<file path="config.mk">
export PLATFORM = sky130hd
export DESIGN_NAME = acrb_regbank
export DESIGN_NICKNAME = d
export VERILOG_FILES = /design/src/pkg/acrb_pkg.sv /design/src/acrb_regbank.sv
export VERILOG_INCLUDE_DIRS = /design/src /design/src/pkg
export SDC_FILE = /design/constraint.sdc
export NUM_CORES = 1
export LEC_CHECK = 0
export BUFFER_PORTS_ARGS = -buffer_cell sky130_fd_sc_hd__buf_4
export CAP_MARGIN = 20
export CORE_UTILIZATION = 23
export DETAILED_ROUTE_END_ITERATION = 10
export GPL_ROUTABILITY_DRIVEN = 0
export SYNTH_ARGS = -nofsm -noshare
export SYNTH_HDL_FRONTEND = slang
export SYNTH_SLANG_ARGS = --single-unit
</file>
<file path="constraint.sdc">
create_clock -name sys_clk -period 5.9 [get_ports sys_clk]
set_input_delay 1.18 -clock sys_clk [delete_from_list [all_inputs] [get_ports sys_clk]]
set_output_delay 1.18 -clock sys_clk [all_outputs]
set_load 0.05 [all_outputs]
</file>
<file path="src/pkg/acrb_cfg.svh">
`ifndef ACRB_CFG_SVH
`define ACRB_CFG_SVH
// register offsets
`define ACRB_X_LOW 8'h06
`define ACRB_X_HIGH 8'h07
`define ACRB_Y_LOW 8'h08
`define ACRB_Y_HIGH 8'h09
`define ACRB_Z_LOW 8'h0a
`define ACRB_Z_HIGH 8'h0b
`define ACRB_SELFTEST_RESP 8'h0c
`define ACRB_IDENTITY 8'h0f
`define ACRB_INT_SRC_PRI 8'h16
`define ACRB_INT_SRC_AXIS 8'h17
`define ACRB_INT_SUMMARY 8'h18
`define ACRB_INT_RELEASE 8'h1a
`define ACRB_MAIN_CTRL 8'h1b
`define ACRB_SEC_CTRL 8'h1d
`define ACRB_INT_CTRL_A 8'h1e
`define ACRB_INT_CTRL_B 8'h1f
`define ACRB_RATE_CTRL 8'h21
`define ACRB_WAKE_TIMER 8'h29
`define ACRB_STIM_CTRL 8'h3a
`define ACRB_WAKE_THRESH 8'h6a
// field positions and reset values
`define ACRB_OPERATE_BIT 7
`define ACRB_RES_BIT 6
`define ACRB_CTRL_RESET 8'h00
`define ACRB_SELFTEST_IDLE 8'h55
// fixed upper six bits of the target address
`define ACRB_TARGET_FIXED 6'h07
`endif

</file>
<file path="src/pkg/acrb_pkg.sv">
package acrb_pkg;
  typedef enum logic [2:0] {
    ACRB_IDLE = 3'b000,
    ACRB_ADDR = 3'b001,
    ACRB_PTR = 3'b010,
    ACRB_WDATA = 3'b011,
    ACRB_RDATA = 3'b100,
    ACRB_MACK = 3'b101,
    ACRB_SACK = 3'b110
  } acrb_state_t;
  typedef struct packed {
    logic [11:0] x;
    logic [11:0] y;
    logic [11:0] z;
  } acrb_sample_t;
  typedef struct packed {
    logic scl;
    logic sda;
  } acrb_bus_t;
endpackage

</file>
<file path="src/acrb_regbank.sv">
`timescale 1ns/1ps
`default_nettype none
`include "acrb_cfg.svh"
module acrb_regbank
  import acrb_pkg::*;
#(
  parameter logic [7:0] IDENTITY_VALUE = 8'h5a // arbitrary value
) (
  input wire logic sys_clk, // 20 MHz clock
  input wire logic reset_n, // async active-low reset
  input wire logic scl_in, // serial clock pin level
  input wire logic sda_in, // serial data pin level
  output logic sda_out, // data drive level, always low
  output logic sda_oe, // high while pulling data low
  input wire logic addr_select, // low bit of target address
  input wire acrb_sample_t sample_in, // converted sample, 12 bits per axis
  input wire logic sample_strobe, // one-cycle pulse per sample-rate period
  output logic operate_enable, // main control operate bit
  output logic resolution_select, // main control resolution bit
  output logic [7:0] sample_rate // output rate control register
);
  logic rst_meta_q;
  logic rst_sync_q;
  logic [2:0] scl_sync_q;
  logic [2:0] sda_sync_q;
  logic scl_q;
  logic sda_q;
  acrb_state_t state_q;
  logic [3:0] bit_cnt_q;
  logic [7:0] shift_q;
  logic [7:0] pointer_q;
  logic reading_q;
  logic ack_pending_q;
  logic [7:0] main_ctrl_q;
  logic [7:0] sec_ctrl_q;
  logic [7:0] int_ctrl_a_q;
  logic [7:0] int_ctrl_b_q;
  logic [7:0] rate_ctrl_q;
  logic [7:0] wake_timer_q;
  logic [7:0] stim_ctrl_q;
  logic [7:0] wake_thresh_q;
  acrb_sample_t out_q;
  acrb_sample_t held_q;
  logic scl_rise;
  logic scl_fall;
  logic start_cond;
  logic stop_cond;
  logic addr_match;
  logic busy_read;
  logic byte_done;
  logic [7:0] rd_byte;

  // reset release
  always_ff @(posedge sys_clk or negedge reset_n) begin
    if (!reset_n) begin
      rst_meta_q <= 1'b0;
      rst_sync_q <= 1'b0;
    end else begin
      rst_meta_q <= 1'b1;
      rst_sync_q <= rst_meta_q;
    end
  end

  // pins pass three flops; a change counts once the last two agree
  always_ff @(posedge sys_clk or negedge rst_sync_q) begin
    if (!rst_sync_q) begin
      scl_sync_q <= 3'h7;
      sda_sync_q <= 3'h7;
      scl_q <= 1'b1;
      sda_q <= 1'b1;
    end else begin
      scl_sync_q <= {scl_sync_q[1:0], scl_in};
      sda_sync_q <= {sda_sync_q[1:0], sda_in};
      if (scl_sync_q[1] == scl_sync_q[2]) begin
        scl_q <= scl_sync_q[2];
      end
      if (sda_sync_q[1] == sda_sync_q[2]) begin
        sda_q <= sda_sync_q[2];
      end
    end
  end

  always_comb begin
    scl_rise = scl_sync_q[1] & scl_sync_q[2] & ~scl_q;
    scl_fall = ~scl_sync_q[1] & ~scl_sync_q[2] & scl_q;
    start_cond = scl_q & scl_sync_q[2] & sda_q & ~sda_sync_q[1] & ~sda_sync_q[2];
    stop_cond = scl_q & scl_sync_q[2] & ~sda_q & sda_sync_q[1] & sda_sync_q[2];
    addr_match = (shift_q[7:1] == {`ACRB_TARGET_FIXED, addr_select});
    busy_read = (state_q != ACRB_IDLE) && reading_q;
    byte_done = (bit_cnt_q == 4'h8);
  end

  function automatic logic [7:0] read_reg(input logic [7:0] a, input acrb_sample_t s);
    logic [7:0] r;
    r = 8'h00;
    unique case (a)
      `ACRB_X_LOW: r = {s.x[3:0], 4'h0};
      `ACRB_X_HIGH: r = s.x[11:4];
      `ACRB_Y_LOW: r = {s.y[3:0], 4'h0};
      `ACRB_Y_HIGH: r = s.y[11:4];
      `ACRB_Z_LOW: r = {s.z[3:0], 4'h0};
      `ACRB_Z_HIGH: r = s.z[11:4];
      `ACRB_SELFTEST_RESP: r = `ACRB_SELFTEST_IDLE;
      `ACRB_IDENTITY: r = IDENTITY_VALUE;
      `ACRB_MAIN_CTRL: r = main_ctrl_q;
      `ACRB_SEC_CTRL: r = sec_ctrl_q;
      `ACRB_INT_CTRL_A: r = int_ctrl_a_q;
      `ACRB_INT_CTRL_B: r = int_ctrl_b_q;
      `ACRB_RATE_CTRL: r = rate_ctrl_q;
      `ACRB_WAKE_TIMER: r = wake_timer_q;
      `ACRB_STIM_CTRL: r = stim_ctrl_q;
      `ACRB_WAKE_THRESH: r = wake_thresh_q;
      default: r = 8'h00;
    endcase
    return r;
  endfunction

  function automatic logic [7:0] next_pointer(input logic [7:0] p);
    return p + 8'h01;
  endfunction

  // byte handed out next; the frozen copy while a read runs
  always_comb begin
    rd_byte = read_reg(pointer_q, busy_read ? held_q : out_q);
  end

  // protocol engine; bits sampled on scl rise, sda changed on scl fall
  always_ff @(posedge sys_clk or negedge rst_sync_q) begin
    if (!rst_sync_q) begin
      state_q <= ACRB_IDLE;
      bit_cnt_q <= 4'h0;
      shift_q <= 8'h00;
      reading_q <= 1'b0;
      ack_pending_q <= 1'b0;
    end else if (start_cond) begin
      state_q <= ACRB_ADDR;
      bit_cnt_q <= 4'h0;
      reading_q <= 1'b0;
    end else if (stop_cond) begin
      state_q <= ACRB_IDLE;
    end else if (scl_rise) begin
      unique case (state_q)
        ACRB_ADDR, ACRB_PTR, ACRB_WDATA: begin
          shift_q <= {shift_q[6:0], sda_q};
          bit_cnt_q <= bit_cnt_q + 4'h1;
        end
        ACRB_RDATA: begin
          bit_cnt_q <= bit_cnt_q + 4'h1;
        end
        ACRB_MACK: begin
          // master nack ends the burst; an ack reloads on the next fall
          if (sda_q) begin
            state_q <= ACRB_IDLE;
          end
        end
        ACRB_SACK, ACRB_IDLE: ;
      endcase
    end else if (scl_fall) begin
      unique case (state_q)
        ACRB_ADDR: begin
          if (byte_done) begin
            if (addr_match) begin
              reading_q <= shift_q[0];
              ack_pending_q <= shift_q[0];
              state_q <= ACRB_SACK;
            end else begin
              state_q <= ACRB_IDLE;
            end
          end
        end
        ACRB_PTR, ACRB_WDATA: begin
          if (byte_done) begin
            state_q <= ACRB_SACK;
          end
        end
        ACRB_RDATA: begin
          if (byte_done) begin
            state_q <= ACRB_MACK;
          end else begin
            shift_q <= {shift_q[6:0], 1'b0};
          end
        end
        ACRB_SACK: begin
          bit_cnt_q <= 4'h0;
          if (reading_q) begin
            shift_q <= rd_byte;
            state_q <= ACRB_RDATA;
          end else begin
            state_q <= ack_pending_q ? ACRB_WDATA : ACRB_PTR;
            ack_pending_q <= 1'b1;
          end
        end
        ACRB_MACK: begin
          bit_cnt_q <= 4'h0;
          shift_q <= rd_byte;
          state_q <= ACRB_RDATA;
        end
        ACRB_IDLE: ;
      endcase
    end
  end

  // data pull is the output flop itself, so it settles inside the scl low phase
  always_ff @(posedge sys_clk or negedge rst_sync_q) begin
    if (!rst_sync_q) begin
      sda_oe <= 1'b0;
    end else if (start_cond || stop_cond) begin
      sda_oe <= 1'b0;
    end else if (scl_fall) begin
      unique case (state_q)
        ACRB_ADDR: begin
          if (byte_done) begin
            sda_oe <= addr_match;
          end
        end
        ACRB_PTR, ACRB_WDATA: begin
          if (byte_done) begin
            sda_oe <= 1'b1;
          end
        end
        ACRB_RDATA: begin
          // bit 7 already went out at the ack fall, so bit 6 follows
          sda_oe <= byte_done ? 1'b0 : ~shift_q[6];
        end
        ACRB_SACK, ACRB_MACK: begin
          sda_oe <= reading_q ? ~rd_byte[7] : 1'b0;
        end
        ACRB_IDLE: ;
      endcase
    end
  end

  // pointer moves once per byte, after its ack slot opens
  always_ff @(posedge sys_clk or negedge rst_sync_q) begin
    if (!rst_sync_q) begin
      pointer_q <= 8'h00;
    end else if (scl_fall && byte_done) begin
      unique case (state_q)
        ACRB_PTR: begin
          pointer_q <= {1'b0, shift_q[6:0]};
        end
        ACRB_WDATA: begin
          pointer_q <= next_pointer(pointer_q);
        end
        ACRB_RDATA: begin
          pointer_q <= next_pointer(pointer_q);
        end
        ACRB_IDLE, ACRB_ADDR, ACRB_SACK, ACRB_MACK: ;
      endcase
    end
  end

  // register writes land in the ack cycle of each data byte
  always_ff @(posedge sys_clk or negedge rst_sync_q) begin
    if (!rst_sync_q) begin
      main_ctrl_q <= `ACRB_CTRL_RESET;
      sec_ctrl_q <= `ACRB_CTRL_RESET;
      int_ctrl_a_q <= `ACRB_CTRL_RESET;
      int_ctrl_b_q <= `ACRB_CTRL_RESET;
      rate_ctrl_q <= `ACRB_CTRL_RESET;
      wake_timer_q <= `ACRB_CTRL_RESET;
      stim_ctrl_q <= `ACRB_CTRL_RESET;
      wake_thresh_q <= `ACRB_CTRL_RESET;
    end else if (scl_fall && state_q == ACRB_WDATA && bit_cnt_q == 4'h8) begin
      unique case (pointer_q)
        `ACRB_MAIN_CTRL: main_ctrl_q <= shift_q;
        `ACRB_SEC_CTRL: sec_ctrl_q <= shift_q;
        `ACRB_INT_CTRL_A: int_ctrl_a_q <= shift_q;
        `ACRB_INT_CTRL_B: int_ctrl_b_q <= shift_q;
        `ACRB_RATE_CTRL: rate_ctrl_q <= shift_q;
        `ACRB_WAKE_TIMER: wake_timer_q <= shift_q;
        `ACRB_STIM_CTRL: stim_ctrl_q <= shift_q;
        `ACRB_WAKE_THRESH: wake_thresh_q <= shift_q;
        default: ;
      endcase
    end
  end

  // sample capture; 8-bit mode keeps only the top byte, low nibble read as zero
  always_ff @(posedge sys_clk or negedge rst_sync_q) begin
    if (!rst_sync_q) begin
      out_q <= '0;
    end else if (sample_strobe && main_ctrl_q[`ACRB_OPERATE_BIT]) begin
      if (main_ctrl_q[`ACRB_RES_BIT]) begin
        out_q <= sample_in;
      end else begin
        out_q.x <= {sample_in.x[11:4], 4'h0};
        out_q.y <= {sample_in.y[11:4], 4'h0};
        out_q.z <= {sample_in.z[11:4], 4'h0};
      end
    end
  end

  // snapshot frozen for a whole read so bytes stay consistent
  always_ff @(posedge sys_clk or negedge rst_sync_q) begin
    if (!rst_sync_q) begin
      held_q <= '0;
    end else if (!busy_read) begin
      held_q <= out_q;
    end
  end

  always_ff @(posedge sys_clk or negedge rst_sync_q) begin
    if (!rst_sync_q) begin
      sda_out <= 1'b0;
      operate_enable <= 1'b0;
      resolution_select <= 1'b0;
      sample_rate <= 8'h00;
    end else begin
      sda_out <= 1'b0;
      operate_enable <= main_ctrl_q[`ACRB_OPERATE_BIT];
      resolution_select <= main_ctrl_q[`ACRB_RES_BIT];
      sample_rate <= rate_ctrl_q;
    end
  end
endmodule // acrb_regbank
`default_nettype wire

</file>
==> impl_metrics.tcl, run 1 <==
set metrics [dict create \
    status "complete, no violations" \
    syn_avg_cell_area_um2 11.3 \
    synth_top_area_share_pct 50.2 \
    synth_edf_count 0 \
    clk_pin_slew_ns 0.07 \
    synth.cell_area_um2 8670 \
    hold_violations 0 \
    rows 70 \
    area_growth_pct 16.6 \
    h-tree-depth 4 \
    synth-compound-area-share_pct 12.4 \
    synth_cells 765 \
    synth_area_leaders "dfrtp_1, mux2_2, mux2_1, nand2_1, dfstp_2" \
    clock_sinks 182 \
    fp.dieArea_um2 38500 \
    syn_nets 816 \
    num-nets-final 842 \
    cts_hold_buf 0 \
    grt_pass1_vias 6264 \
    yosysUniqueCellTypes 68 \
    ir_drop_mv 0.230 \
    cp.arrival_ns 3.46 \
    period_share_pct 54.0 \
    clock_path_buffers 2 \
    endpoint_kind "flop" \
    cts_buffers 17 \
    hpwl_um 15400 \
    finalNonFillerCells 1304 \
    ant_nets 0 \
    synth_commonest_cells "dfrtp_1, mux2_2, nand2_1" \
    drive_gt1_share_pct 26.0 \
    antenna_cells 0 \
    num_io_pins 54 \
    synth_top_family_by_area "multiplexers" \
    ctsRootBufferMaster "clkbuf_16" \
    critPathLaunchType "flop" \
    p_leak_nw 4.57 \
    die_w_um 196 \
    post_cts_resized 0 \
    port-buffer-count 52 \
    period_needed_ns 3.18 \
    timing.fmax_ghz 0.314 \
    muxShareOfSynthArea_pct 17.2 \
    critPathRequiredTime_ns 6.17 \
    finalSetupTns_ns 0 \
    initial_core_util_pct 23.5 \
    synth_fa_ha_area_share_pct 1.41 \
    hp-class "flop to flop" \
    yosys.area_share.xor_xnor_pct 0.202 \
    drt_iter0_drc 601 \
    grt_pass1_wl_um 36200 \
    maxSlewViolCount 0 \
    yosys.area_share.simple_pct 13.0 \
    slowest_delay_ns 0.72 \
    grt_start_max_net_pins 65 \
    core_area_um2 36900 \
    routed_wl_um 22200 \
    insertion_delay_ns 0.43 \
    fillers 3826 \
    grt_overflow 0 \
    rsz0062_at_grt "false" \
    async_reset_ff_share_pct 100 \
    slew_headroom_pct 35.9 \
    dr.pass1.iters 6 \
    crit_type "flop to flop" \
    yosysTopAreaCell "dfrtp_1" \
    setup_viol 0 \
    cts_setup_buffers 0 \
    track_usage_pct 12.1 \
    cp_slowest_cell "a2111oi_0" \
    synth_flop_cell "dfrtp_1" \
    vias_per_cell 4.70 \
    crit_chain "o31ai_4 > buf_4 > mux2_1 > a22oi_1 > nor2_1 > a2111oi_0 > a211oi_2" \
    path_max_fanout 36 \
    synth_warnings 0 \
    p_per_area_nw_per_um2 350 \
    vias 6132 \
    path_buf_inv 1 \
    antenna_found_initial 0 \
    die_h_um 196 \
    maxCapViolCount 0 \
    ys_ff_latch 182 \
    cts_tree "built" \
    ys_seq_area_share_pct 52.7 \
    dp.cells 1275 \
    drc 0 \
    yosysMostFrequentCell "dfrtp_1" \
    skew_ns 0.00842 \
    wl_per_cell_um 17.0 \
    tightest_slew_ns 0.960 \
    cp_top_family "compound AO/OA/AOI/OAI gates" \
]
==> area by class of cell <==
type	instances	area, um^2	share of cell area (%)
sequential	182	4570	45.2
tap	504	631	6.24
clock inverter	8	128	1.26
multi-input combinational	518	3840	38.0
timing repair buffer	58	435	4.31
inverter	14	52.6	0.520
clock buffer	20	457	4.52
==> cells by family after synthesis <==
group	count (synthesis)
AOI/OAI and AO/OA	155
xor gates and xnor gates	2
buffers and inverters	65
muxes	133
DFF	182
other	2
and+or+nand+nor	216
adders and majority gates	10
==> flip-flops by register name, summed over array words and instances (netlist names), 8 cells and up <==
signal,cells
sample_rate,8
stim_ctrl_q,8
int_ctrl_b_q,8
shift_q,8
wake_thresh_q,8
pointer_q,8
held_q,36
rate_ctrl_q,8
wake_timer_q,8
out_q,36
main_ctrl_q,8
int_ctrl_a_q,8
sec_ctrl_q,8
==> path summary, 6_finish.rpt <==
kind,start,to,slack (ns),cells after the start
max,state_q[1],shift_q[6],2.72,7
min,rst_meta_q,rst_sync_q,0.35,0
max reg2reg,state_q[1],shift_q[6],2.72,7
min reg2reg,rst_meta_q,rst_sync_q,0.35,0
max in group asynchronous,rst_sync_q,held_q[11],4.13,1
min in group asynchronous,rst_sync_q,wake_timer_q[5],0.42,0
==> metrics by stage <==
| stage | hold slack, ns | area [um^2] | total power [mW] | setup WS, ns | util [%] |
|---|---|---|---|---|---|
| floorplan | 0.331 | 8670 | 2.12 | 0.467 | - |
| global placement | 0.341 | 9520 | 2.38 | 2.86 | 25.8 |
| detailed placement | 0.339 | 9520 | 2.39 | 2.78 | 25.8 |
| CTS | 0.355 | 10100 | 3.56 | 2.74 | 27.4 |
| global route | 0.354 | 10100 | 3.73 | 2.41 | 27.4 |
| finish | 0.351 | 10100 | 3.54 | 2.72 | 27.4 |
==> layout by cell type, fill, tap and decap left out, types with 7 or more instances in the layout <==
cell type,synthesis,final
nor3_1,11,11
dfrtp_1,174,173
a31oi_1,8,8
nand3_1,21,21
dfstp_2,8,8
clkbuf_16,0,17
inv_1,14,14
nand3b_1,9,9
mux2_2,102,102
o21ai_0,36,36
mux2_1,25,25
buf_4,1,58
nor2_1,32,32
a21oi_1,26,26
ha_1,9,9
a22oi_1,19,19
and3_1,7,7
nand2_1,73,73
o211ai_1,7,7
a32oi_1,10,10
nand2b_1,12,12
nor2b_1,8,8
==> power by group <==
part / switching (mW) / total (mW) / internal [mW]
sequential: 0.281 / 1.59 / 1.31
combinational: 0.484 / 0.791 / 0.307
clock: 0.474 / 1.15 / 0.680
total: 1.24 / 3.54 / 2.30
==> routing by layer <==
metal | GRT usage [%] | share of wire [%] | vias up
met3 | 2.46 | 5.6 | 33
met5 | 0 | 0 | -
met2 | 18.5 | 45 | 206
met4 | 4.72 | 2.4 | 0
li1 | - | - | 2840
met1 | 16.6 | 47 | 3053
No activity file was read; power rests on OpenSTA's default activity.
==> run 2: changes to the inputs <==
==> constraint.sdc (replaced) <==
create_clock -name sys_clk -period 2.8 [get_ports sys_clk]
set_input_delay 0.56 -clock sys_clk [delete_from_list [all_inputs] [get_ports sys_clk]]
set_output_delay 0.56 -clock sys_clk [all_outputs]
set_load 0.05 [all_outputs]
==> impl_metrics.tcl, run 2 (synthesis gave the netlist of run 1 again) <==
set metrics [dict create \
    status "complete, no violations" \
    vias_per_cell 4.70 \
    p_per_area_nw_per_um2 743 \
    tightest_slew_ns 0.715 \
    ir_drop_mv 0.487 \
    insertion_delay_ns 0.45 \
    final_common_cell "dfrtp_1" \
    cts_setup_buffers 0 \
    cts_buffers 17 \
    vias 6325 \
    grt_pass1_wl_um 36600 \
    num-nets-final 879 \
    antenna_cells 0 \
    routed_wl_um 22800 \
    track_usage_pct 12.3 \
    die_h_um 196 \
    initial_core_util_pct 23.5 \
    setup_viol 0 \
    hold_violations 0 \
    clk_pin_slew_ns 0.07 \
    path_max_fanout 9 \
    fp.dieArea_um2 38500 \
    p_leak_nw 4.78 \
    drt_iter0_drc 656 \
    endpoint_kind "flop" \
    port-buffer-count 52 \
    final_cell_mix "dfrtp_1, mux2_2, buf_4" \
    wl_per_cell_um 17.0 \
    dr.pass1.iters 5 \
    area_growth_pct 20.7 \
    final_core_util_pct 28.4 \
    maxSlewViolCount 0 \
    h-tree-depth 4 \
    drive_gt1_share_pct 29.6 \
    finalSetupTns_ns 0 \
    largestRegisters "held_q x36, out_q x36" \
    timing.fmax_ghz 0.371 \
    period_share_pct 96.3 \
    cts_tree "built" \
    antenna_found_initial 0 \
    grt_pass1_vias 6293 \
    grt_start_max_net_pins 94 \
    maxCapViolCount 0 \
    critPathRequiredTime_ns 3.16 \
    skew_ns 0.0103 \
    num_io_pins 54 \
    die_w_um 196 \
    ant_nets 0 \
    clock_sinks 182 \
    critPathLaunchType "flop" \
    hpwl_um 16200 \
    clock_path_buffers 2 \
    grt_overflow 0 \
    core_area_um2 36900 \
    crit_type "flop to flop" \
    slew_headroom_pct 52.3 \
    rows 70 \
    drc 0 \
    power_mw 7.77 \
    ctsRootBufferMaster "clkbuf_16" \
    period_needed_ns 2.70 \
    rsz0062_at_grt "false" \
    cp.arrival_ns 3.06 \
    hp-class "flop to asynchronous set/reset pin" \
]
-- run 2: worst paths after layout --
kind | slack, ns | cells after the start | end | start
setup / recovery | 0.10 | 8 | shift_q[6] | pointer_q[0]
hold / removal | 0.14 | 0 | sample_rate[5] | rst_sync_q
setup reg to reg | 0.10 | 8 | shift_q[6] | pointer_q[0]
hold reg to reg | 0.14 | 0 | sample_rate[5] | rst_sync_q
max in group asynchronous | 1.94 | 1 | out_q[16] | rst_sync_q
min in group sys_clk | 0.23 | 1 | sda_sync_q[0] | sda_in
-- run 2: layer usage --
layer	share of wire [%]	vias up	global-route usage (%)
met3	7.3	40	2.97
met1	46	3145	17.1
met4	2.2	0	4.72
li1	-	2917	-
met5	0	-	0
met2	45	223	18.4
-- run 2: final cells by class --
type / count / area (um^2)
Multi-Input combinational cell: 518 / 3840
Sequential cell: 182 / 4570
Timing Repair Buffer: 95 / 753
Fill cell: 3814 / 26400
Clock inverter: 13 / 169
Clock buffer: 19 / 443
Inverter: 14 / 52.6
Tap cell: 504 / 631
-- run 2: stage by stage --
stage          cell area (um^2)  std cells  worst slack [ns]  hold slack (ns)
6_report                  10500       1345             0.104            0.138
5_1_grt                   10500       1345            0.0186            0.151
4_1_cts                   10400       1344             0.143            0.146
3_5_place_dp               9830       1311             0.163            0.139
3_3_place_gp               9830       1311             0.248            0.137
2_1_floorplan              8670        765             0.396            0.264
-- run 2: critical path: stages, from the launching register on --
cell and delay, ns:
dfrtp_1 0.43, inv_1 0.14, ha_1 0.42, inv_1 0.18, or4_1 0.53, a211o_1 0.30, a31oi_4 0.22, and3b_1 0.21
a211oi_2 0.18
-- run 2: what timing repair did --
action / in CTS / in global routing
endpoints found under the hold margin: 2 / 0
endpoints found under the setup margin: 0 / 1
hold buffers: 1 / 0
resized for setup: 0 / 2
-- run 2: power breakdown --
group / total [mW] / internal, mW / leakage [nW] / switching, mW
combinational: 2.14 / 0.823 / 2.02 / 1.31
sequential: 3.11 / 2.77 / 2.47 / 0.334
clock: 2.53 / 1.44 / 0.287 / 1.09
total: 7.77 / 5.04 / 4.78 / 2.74
